**src/core/scrb_pkg.sv**
```systemverilog
package scrb_pkg;
  // word layout on the serial link
  localparam int WORD_W = 24;
  localparam int SEL_W = 3;
  localparam int CNT_W = 5;
  // register select codes
  localparam logic [2:0] SEL_CHANNEL = 3'h0;
  localparam logic [2:0] SEL_REFMOD = 3'h1;
  localparam logic [2:0] SEL_PHASE = 3'h2;
  localparam logic [2:0] SEL_FUNCTION = 3'h3;
  localparam logic [2:0] SEL_TIMER = 3'h4;
  localparam logic [2:0] SEL_POWERDOWN = 3'h5;
  localparam logic [2:0] SEL_MUX = 3'h6;
  localparam logic [2:0] SEL_TEST = 3'h7;
  // channel word fields
  localparam int INT_LSB = 15;
  localparam int FRACTION_NUMERATOR_LSB = 3;
  // reference and modulus fields
  localparam int BOOST_BIT = 23;
  localparam int HALVER_BIT = 22;
  localparam int PRESCALER_BIT = 20;
  localparam int DOUBLER_BIT = 19;
  localparam int RDIV_LSB = 15;
  localparam int MOD_LSB = 3;
  // phase seed field
  localparam int PHASE_LSB = 3;
  // function register fields and reserved pattern
  localparam int GROUND_BIT = 5;
  localparam int POLARITY_BIT = 3;
  localparam logic [23:0] FUNC_FIXED = 24'h000050;
  // timer register fields and reserved pattern
  localparam int TSEL_LSB = 3;
  localparam int TCNT_LSB = 5;
  localparam logic [23:0] TIMER_FIXED = 24'h004000;
  // limits the host checks against; a word past them still goes out, only flagged
  localparam logic [7:0] INT_MIN = 8'h1A;
  localparam logic [3:0] RDIV_MIN = 4'h1;
  localparam logic [11:0] MOD_MIN = 12'h00D;
  // host command register map (port offsets)
  localparam logic [3:0] ADDR_CHANNEL = 4'h0;
  localparam logic [3:0] ADDR_REFMOD = 4'h1;
  localparam logic [3:0] ADDR_PHASE = 4'h2;
  localparam logic [3:0] ADDR_FUNCTION = 4'h3;
  localparam logic [3:0] ADDR_TIMER = 4'h4;
  localparam logic [3:0] ADDR_POWERDOWN = 4'h5;
  localparam logic [3:0] ADDR_MUX = 4'h6;
  localparam logic [3:0] ADDR_STATUS = 4'h8;
  localparam logic [3:0] ADDR_SHADOW = 4'h9;
  // link timing: half serial bit time in system clocks
  localparam int LINK_HALF = 4;
  typedef enum logic [1:0] {SCRB_IDLE, SCRB_LOW, SCRB_HIGH, SCRB_LATCH}
    scrb_state_t;
endpackage

```
**src/core/scrb_copy_mem.sv**
```systemverilog
`timescale 1ns/1ns
`default_nettype none
// host copy of every word written, since the device cannot be read back
module scrb_copy_mem
  import scrb_pkg::*;
#(
  parameter int DEPTH = 8,
  parameter int AW = 3
) (
  input wire logic clk,
  input wire logic nrst,
  input wire logic wr,
  input wire logic [AW-1:0] waddr,
  input wire logic [WORD_W-1:0] wdata,
  input wire logic [AW-1:0] raddr,
  output logic [WORD_W-1:0] rdata
);
  logic [WORD_W-1:0] mem [DEPTH];

  // storage; no reset so it maps onto plain ram
  always_ff @(posedge clk) begin
    if (wr) begin
      mem[waddr] <= wdata;
    end
  end

  // registered read port
  always_ff @(posedge clk or negedge nrst) begin
    if (!nrst) begin
      rdata <= '0;
    end else begin
      rdata <= mem[raddr];
    end
  end
endmodule
`default_nettype wire

```
**src/core/scrb_shifter.sv**
```systemverilog
`timescale 1ns/1ns
`default_nettype none
// serialises one word msb first, then pulses the load strobe
module scrb_shifter
  import scrb_pkg::*;
#(
  parameter int HALF = LINK_HALF
) (
  input wire logic clk,
  input wire logic nrst,
  input wire logic start,
  input wire logic [WORD_W-1:0] word,
  output logic busy,
  output logic done,
  output logic serial_clock,
  output logic serial_data,
  output logic load_strobe
);
  scrb_state_t state;
  logic [WORD_W-1:0] shreg;
  logic [CNT_W-1:0] bits;
  logic [7:0] tick;
  logic tick_end;

  assign tick_end = (tick == 8'(HALF - 1));
  assign busy = (state != SCRB_IDLE);

  // half bit timer, free while busy
  always_ff @(posedge clk or negedge nrst) begin
    if (!nrst) begin
      tick <= 8'h00;
    end else if (state == SCRB_IDLE || tick_end) begin
      tick <= 8'h00;
    end else begin
      tick <= tick + 8'h01;
    end
  end

  // link sequencer: data set while clock low, device samples on rise
  always_ff @(posedge clk or negedge nrst) begin
    if (!nrst) begin
      state <= SCRB_IDLE;
      shreg <= '0;
      bits <= '0;
      serial_clock <= 1'b0;
      serial_data <= 1'b0;
      load_strobe <= 1'b0;
      done <= 1'b0;
    end else begin
      done <= 1'b0;
      unique case (state)
        SCRB_IDLE: begin
          if (start) begin
            serial_data <= word[WORD_W-1];
            shreg <= {word[WORD_W-2:0], 1'b0};
            bits <= CNT_W'(WORD_W - 1);
            state <= SCRB_LOW;
          end
        end
        SCRB_LOW: begin
          if (tick_end) begin
            serial_clock <= 1'b1;
            state <= SCRB_HIGH;
          end
        end
        SCRB_HIGH: begin
          if (tick_end) begin
            serial_clock <= 1'b0;
            if (bits == '0) begin
              load_strobe <= 1'b1;
              state <= SCRB_LATCH;
            end else begin
              serial_data <= shreg[WORD_W-1];
              shreg <= {shreg[WORD_W-2:0], 1'b0};
              bits <= bits - CNT_W'(1);
              state <= SCRB_LOW;
            end
          end
        end
        SCRB_LATCH: begin
          if (tick_end) begin
            load_strobe <= 1'b0;
            serial_data <= 1'b0;
            done <= 1'b1;
            state <= SCRB_IDLE;
          end
        end
      endcase
    end
  end
endmodule
`default_nettype wire

```
**src/core/scrb_host.sv**
```systemverilog
`timescale 1ns/1ns
`default_nettype none
module scrb_host
  import scrb_pkg::*;
#(
  parameter int HALF = LINK_HALF
) (
  input wire logic clk,
  input wire logic nrst,
  input wire logic [3:0] addr,
  input wire logic [31:0] wdata,
  input wire logic wr,
  input wire logic rd,
  output logic [31:0] rdata,
  input wire logic sync_go,
  output logic serial_clock,
  output logic serial_data,
  output logic load_strobe
);
  // one flag per select code, and the three fast lock timeout counters
  localparam int N_SEL = 2 ** SEL_W;
  localparam int N_TIMERS = 3;
  logic cmd_valid;
  logic [WORD_W-1:0] cmd_word;
  logic [WORD_W-1:0] pend_word;
  logic pend;
  logic hold_channel;
  logic busy;
  logic done;
  logic start;
  logic refused;
  logic range_err;
  logic [11:0] mod_copy;
  logic [7:0] int_v;
  logic [11:0] fraction_numerator_v;
  logic [3:0] rdiv_v;
  logic [11:0] mod_v;
  logic [11:0] phase_v;
  logic [1:0] tsel_v;
  logic bad;
  logic [WORD_W-1:0] copy_rdata;
  logic [2:0] copy_raddr;
  logic rd_q;
  logic [3:0] rd_addr_q;
  logic channel_sent;
  logic [15:0] words_sent;
  logic sync_q1;
  logic sync_q2;
  logic [WORD_W-1:0] fly_word;
  logic [N_SEL-1:0] seen_mask;
  logic [N_TIMERS-1:0] tsel_seen;
  logic init_done;
  logic chan_wait;
  logic [31:0] status_word;

  assign int_v = wdata[INT_LSB +: 8];
  assign fraction_numerator_v = wdata[FRACTION_NUMERATOR_LSB +: 12];
  assign rdiv_v = wdata[RDIV_LSB +: 4];
  assign mod_v = wdata[MOD_LSB +: 12];
  assign phase_v = wdata[PHASE_LSB +: 12];
  assign tsel_v = wdata[TSEL_LSB +: 2];

  // build the 24-bit word: select code in the low bits, reserved forced
  always_comb begin
    cmd_valid = wr;
    cmd_word = '0;
    unique case (addr)
      // integer and fraction; the top bit is reserved and sent low
      ADDR_CHANNEL: begin
        cmd_word = {1'b0, int_v, fraction_numerator_v, SEL_CHANNEL};
      end
      // boost, halver, doubler, divider, modulus go to the shadow
      ADDR_REFMOD: begin
        cmd_word = {wdata[BOOST_BIT], wdata[HALVER_BIT], 1'b0,
          wdata[PRESCALER_BIT], wdata[DOUBLER_BIT], rdiv_v, mod_v,
          SEL_REFMOD};
      end
      // the seed waits in the device until the next channel word
      ADDR_PHASE: begin
        cmd_word = {8'h00, 1'b0, phase_v, SEL_PHASE};
      end
      // reserved pattern is forced, so software cannot upset it
      ADDR_FUNCTION: begin
        cmd_word = FUNC_FIXED | {18'h0, wdata[GROUND_BIT], 1'b0,
          wdata[POLARITY_BIT],
          SEL_FUNCTION};
      end
      // nine-bit count and two-bit select over the fixed pattern
      ADDR_TIMER: begin
        cmd_word = TIMER_FIXED | {10'h0, wdata[TCNT_LSB +: 9], tsel_v,
          SEL_TIMER};
      end
      // power-down fields pass straight through
      ADDR_POWERDOWN: begin
        cmd_word = {16'h0, wdata[7:3], SEL_POWERDOWN};
      end
      // mode nibble and output select; the gap between is sent low
      ADDR_MUX: begin
        cmd_word = {8'h00, wdata[15:12], 5'h00, wdata[6:3], SEL_MUX};
      end
      // status, hold control and unmapped offsets build no word
      default: begin
        cmd_valid = 1'b0;
      end
    endcase
  end

  // range checks; an offending word still goes out, only the flag is set,
  // so software can probe the device with values it knows are odd
  always_comb begin
    bad = 1'b0;
    unique case (addr)
      // divide value floor, and fraction below the modulus last sent
      ADDR_CHANNEL: begin
        bad = (int_v < INT_MIN) || (fraction_numerator_v >= mod_copy);
      end
      // divider and modulus floors; the ceilings are the field widths
      ADDR_REFMOD: begin
        bad = (rdiv_v < RDIV_MIN) || (mod_v < MOD_MIN);
      end
      // the seed may reach the modulus itself
      ADDR_PHASE: begin
        bad = (phase_v > mod_copy);
      end
      // only three timeout counters exist; select 11 loads none
      ADDR_TIMER: begin
        bad = (&tsel_v);
      end
      default: begin
        bad = 1'b0;
      end
    endcase
  end

  // one pending word; a write while one waits is refused
  assign refused = cmd_valid && pend;
  // a channel word under hold waits for the synced go level, so two
  // hosts can release their channel words in the same cycle
  assign chan_wait = hold_channel && !sync_q2 &&
    (pend_word[SEL_W-1:0] == SEL_CHANNEL);
  // never start in the done cycle: the shifter is only just idle again
  assign start = pend && !busy && !done && !chan_wait;

  // pending slot and range flag (flag set wins over read clear)
  always_ff @(posedge clk or negedge nrst) begin
    if (!nrst) begin
      pend <= 1'b0;
      pend_word <= '0;
      range_err <= 1'b0;
    end else begin
      if (cmd_valid && !pend) begin
        pend <= 1'b1;
        pend_word <= cmd_word;
      end else if (start) begin
        pend <= 1'b0;
      end
      if (cmd_valid && (bad || refused)) begin
        range_err <= 1'b1;
      // cleared after the read slot, so the read itself still shows it
      end else if (rd_q && rd_addr_q == ADDR_STATUS) begin
        range_err <= 1'b0;
      end
    end
  end

  // channel writes may wait for an external sync for coherent pairs
  always_ff @(posedge clk or negedge nrst) begin
    if (!nrst) begin
      hold_channel <= 1'b0;
      sync_q1 <= 1'b0;
      sync_q2 <= 1'b0;
    end else begin
      sync_q1 <= sync_go;
      sync_q2 <= sync_q1;
      if (wr && addr == ADDR_SHADOW) begin
        hold_channel <= wdata[0];
      end
    end
  end

  // modulus copy for range checks; taken as soon as a refmod word has gone out, not after a channel write
  always_ff @(posedge clk or negedge nrst) begin
    if (!nrst) begin
      mod_copy <= 12'hFFF;
      channel_sent <= 1'b0;
      words_sent <= 16'h0000;
    end else begin
      if (done) begin
        words_sent <= words_sent + 16'h0001;
        if (fly_word[SEL_W-1:0] == SEL_REFMOD) begin
          mod_copy <= fly_word[MOD_LSB +: 12];
        end
      end
      if (start) begin
        channel_sent <= (pend_word[SEL_W-1:0] == SEL_CHANNEL);
      end
    end
  end

  // word now on the link; pend_word may already hold the next one, so
  // anything acted on at done must come from this copy
  always_ff @(posedge clk or negedge nrst) begin
    if (!nrst) begin
      fly_word <= '0;
    end else if (start) begin
      fly_word <= pend_word;
    end
  end

  // one flag per register: set once a word with that select has started on the link
  for (genvar i = 0; i < N_SEL; i++) begin : g_seen
    always_ff @(posedge clk or negedge nrst) begin
      if (!nrst) begin
        seen_mask[i] <= 1'b0;
      end else if (start && pend_word[SEL_W-1:0] == SEL_W'(i)) begin
        seen_mask[i] <= 1'b1;
      end
    end
  end

  // each timeout counter is loaded by its own timer write
  for (genvar t = 0; t < N_TIMERS; t++) begin : g_tsel
    always_ff @(posedge clk or negedge nrst) begin
      if (!nrst) begin
        tsel_seen[t] <= 1'b0;
      end else if (start && pend_word[SEL_W-1:0] == SEL_TIMER &&
          pend_word[TSEL_LSB +: 2] == 2'(t)) begin
        tsel_seen[t] <= 1'b1;
      end
    end
  end

  // setup is complete once the function word and all timers have started on the link
  assign init_done = seen_mask[SEL_FUNCTION] && (&tsel_seen);

  // status word, low to high: busy, pending, error, last start was a
  // channel word, words sent, one flag per register sent, setup done
  assign status_word = {3'h0, init_done, seen_mask, words_sent,
    channel_sent, range_err, pend, busy};

  scrb_shifter #(.HALF(HALF)) u_shift (
    .clk(clk),
    .nrst(nrst),
    .start(start),
    .word(pend_word),
    .busy(busy),
    .done(done),
    .serial_clock(serial_clock),
    .serial_data(serial_data),
    .load_strobe(load_strobe)
  );

  // host keeps what it sent, since nothing comes back
  scrb_copy_mem #(.DEPTH(8), .AW(3)) u_copy (
    .clk(clk),
    .nrst(nrst),
    .wr(start),
    .waddr(pend_word[SEL_W-1:0]),
    .wdata(pend_word),
    .raddr(copy_raddr),
    .rdata(copy_rdata)
  );

  assign copy_raddr = addr[SEL_W-1:0];

  // read timing: memory returns in the following cycle
  always_ff @(posedge clk or negedge nrst) begin
    if (!nrst) begin
      rd_q <= 1'b0;
      rd_addr_q <= 4'h0;
    end else begin
      rd_q <= rd;
      rd_addr_q <= addr;
    end
  end

  // read data stand in the cycle after the strobe only
  always_comb begin
    rdata = 32'h0000_0000;
    if (rd_q) begin
      if (rd_addr_q == ADDR_STATUS) begin
        rdata = status_word;
      end else if (rd_addr_q == ADDR_SHADOW) begin
        rdata = {31'h0, hold_channel};
      end else if (rd_addr_q <= ADDR_MUX) begin
        // the test register is never sent, so it reads as unmapped
        rdata = {8'h00, copy_rdata};
      end
    end
  end
endmodule
`default_nettype wire

```
**config.mk**
```make
export PLATFORM = sky130hd
export DESIGN_NAME = scrb_host
export DESIGN_NICKNAME = d
export VERILOG_FILES = /design/src/core/scrb_pkg.sv /design/src/core/scrb_copy_mem.sv /design/src/core/scrb_shifter.sv /design/src/core/scrb_host.sv
export SDC_FILE = /design/constraint.sdc
export NUM_CORES = 1
export LEC_CHECK = 0
export ABC_AREA = 1
export BUFFER_PORTS_ARGS = -buffer_cell sky130_fd_sc_hd__buf_2
export CAP_MARGIN = 10
export CORE_MARGIN = 2
export CORE_UTILIZATION = 51
export DETAILED_ROUTE_END_ITERATION = 6
export PLACE_DENSITY_LB_ADDON = 0.15
export RECOVER_POWER = 100
export SETUP_SLACK_MARGIN = 0.02
export SLEW_MARGIN = 5
export SYNTH_ARGS = -nofsm -noshare
export SYNTH_HDL_FRONTEND = slang
export SYNTH_SLANG_ARGS = --single-unit
```
**constraint.sdc**
```tcl
create_clock -name clk -period 3.2 [get_ports clk]
set_input_delay 0.64 -clock clk [delete_from_list [all_inputs] [get_ports clk]]
set_output_delay 0.64 -clock clk [all_outputs]
set_load 0.01 [all_outputs]
```
==> qor.txt <==
# setup viols final: 0
Vias/cell: 5.47
HPWL after DPL: 20600 um
Fin cells: 1687
Syn Inst Count: 1245
H-tree levels: 2
Grt ovf: 0
Dpl cells: 1623
Ys async rst share: 44.7%
Seq/Total Area, Yosys: 69.1%
Antenna-violating nets left: 0
Synth cell count leaders: nand2_1, edfxtp_1, dfrtp_1, inv_1, o21ai_0
Global-route wire length before repair: 50800 um
PD cells: 784 nW/um^2
Final period util: 91.5%
Worst EP arrival: 2.29 ns
Fill cells: 2315
Postcts setup bufs: 0
Worst-Margin Slew: 2.09 ns
Status: finished, violations left
1st-iter DRT viols: 758
CTS Buf Count: 36
Starting Density: 51.9%
Violated checks: capacitance limit, slew limit
Final hold vios: 0
Worst Path Class, Setup: reg2out
Die height: 170 um
Share of layout cells above drive strength 1: 9.06%
CTS tree: built
Final WL: 31800 um
# resized after CTS: 0
I/O pin cnt: 76
Post-synth top area share: 41.2%
Max Fclk: 342 MHz
Placeable Area: 27000 um^2
Die X: 170 um
Leak Pwr: 6.24 nW
Total GRT Usage: 23.1%
Hold Path Class: in2reg
Worst-Skew Late Latency: 0.51 ns
R2R depth: 10
Gpl congestion: 0.842
Root Buffer: clkbuf_16
Main area contributors after synthesis: edfxtp_1, dfrtp_1, nand2_1
Buffers on Ports: 62
Antenna diode count: 0
CP Capture Type: output pin
TritonRoute pass-1 iters: 5
Std-Cell Rows: 60
Max-cap violations: 3
Most frequent cell after synthesis: nand2_1
Worst-path clk slew: 0.06 ns
Area Growth Syn to Fin: 12.3%
Initial antenna violation count: 0
Synth cell types: 41
RSZ-0062 raised after global routing: no
Yosys reg bits: 347
WL/cell: 18.8 um
Die ar.: 28700 um^2
Number of global-route vias before repair: 9098
Fin. max-slew vios: 112
Tmin final: 2.93 ns
NumNets Final: 1376
Synth Flop Type: edfxtp_1
Max IR drop VDD: 0.535 mV
Clk sinks: 347
Pin count of the biggest net entering global routing: 76
Critical path fanouts, max: 23
Vias: 9224
Worst-case clock buffer depth: 3
Max Clock Skew: 0.0123 ns
Cell Area, Synth: 14000 um^2
Number of flops mapped to enable cells by yosys: 192
Ys Warns: 0
Drc violations: 0
Crit path launch type: register
Critical Path RT: 2.56 ns
Syn avg cell area: 11.2 um^2
Synth area leader: edfxtp_1
Worst slew margin: -39.4%
CTS Hold Bufs: 0
Number of cells on the worst hold path: 1
Final setup TNS: 0 ns
## critical path: stages, from the launching register on
cell      delay (ns)
dfrtp_1         0.44
nand3_1         0.09
nand2_1         0.10
inv_1           0.52
nand3_1         0.20
o21ai_0         0.24
clkbuf_1        0.18
## metrics by stage
| step | utilization [%] | hold WS [ns] | power, mW | worst slack (ns) | instance area, um^2 |
|---|---|---|---|---|---|
| CTS | 59.0 | 0.0886 | 12.5 | 0.0315 | 15900 |
| detailed placement | 55.0 | 0.336 | 8.62 | 0.575 | 14800 |
| global route | 58.2 | 0.227 | 13.0 | 0.117 | 15700 |
| floorplan | - | 0.331 | 7.75 | 0.693 | 14000 |
| finish | 58.2 | 0.232 | 12.3 | 0.273 | 15700 |
| global placement | 55.0 | 0.335 | 8.54 | 0.608 | 14800 |
## cells in the final DEF, fill, tap and decap left out, types with 7 or more instances in the layout
cell,n
edfxtp_1,192
buf_2,28
clkbuf_1,59
clkbuf_2,7
clkbuf_16,37
nor3_1,11
a31oi_1,17
dfstp_2,12
a21oi_1,30
nor2_1,85
o21ai_0,99
nand4_1,24
a22oi_1,40
dfrtp_1,143
nand2_1,296
a211oi_1,8
xor2_1,16
a41oi_1,8
nand3_1,61
ha_1,15
inv_1,100
## final timing paths
| path | from | end | slack (ns) |
|---|---|---|---|
| worst max-delay path | rd_addr_q[0] | rdata[4] | 0.27 |
| worst min-delay path | rd | rd_q | 0.23 |
| worst max register to register | pend_word[0] | u_shift.shreg[12] | 0.44 |
| worst min register to register | sync_q1 | sync_q2 | 0.35 |
| max in group asynchronous | nrst | pend_word[3] | 0.89 |
| min in group asynchronous | nrst | u_copy.rdata[11] | 0.45 |
## layout make-up
| cell class | instances | area (um^2) | area share (%) |
|---|---|---|---|
| flip-flops and latches | 347 | 9660 | 61.5 |
| repair buffers | 91 | 469 | 2.99 |
| inverters | 106 | 398 | 2.53 |
| clock inverters | 10 | 56.3 | 0.359 |
| clock buffers | 54 | 1040 | 6.62 |
| well taps | 341 | 427 | 2.72 |
| multi-input cells | 738 | 3650 | 23.2 |
## power by group
group	total, mW	internal, mW	switching (mW)	leakage [nW]
combinational	2.12	0.599	1.52	2.00
clock	3.88	2.25	1.63	0.533
sequential	6.31	5.78	0.529	3.71
total	12.3	8.63	3.68	6.24
## flip-flops by register name, summed over array words and instances (netlist names), 2 cells and up
name           count
fly_word          15
mod_copy          12
pend_word         24
rd_addr_q          4
seen_mask          8
tsel_seen          3
u_copy.mem       192
u_copy.rdata      24
u_shift.bits       5
u_shift.shreg     23
u_shift.state      2
u_shift.tick       8
words_sent        16
## routing by layer
layer / track usage [%] / part of all wire, % / vias to the layer above
met1: 34.0 / 45 / 4493
met4: 5.57 / 1.8 / 0
li1: - / - / 4414
met2: 35.9 / 46 / 270
met3: 4.34 / 7.0 / 47
met5: 0 / 0 / -
## cell families (layout without fill, tap and decap cells)
logic type	count (synthesis)	in the layout	synth area share, %
muxes	1	1	0.0806
other	1	3	0.0268
and+or+nand+nor	486	486	14.3
DFF	347	347	69.1
xor gates and xnor gates	17	17	1.07
buffers and inverters	162	261	4.82
adders and majority gates	15	15	1.34
AOI/OAI and AO/OA	216	216	9.22
(Power assumes the default switching activity.)
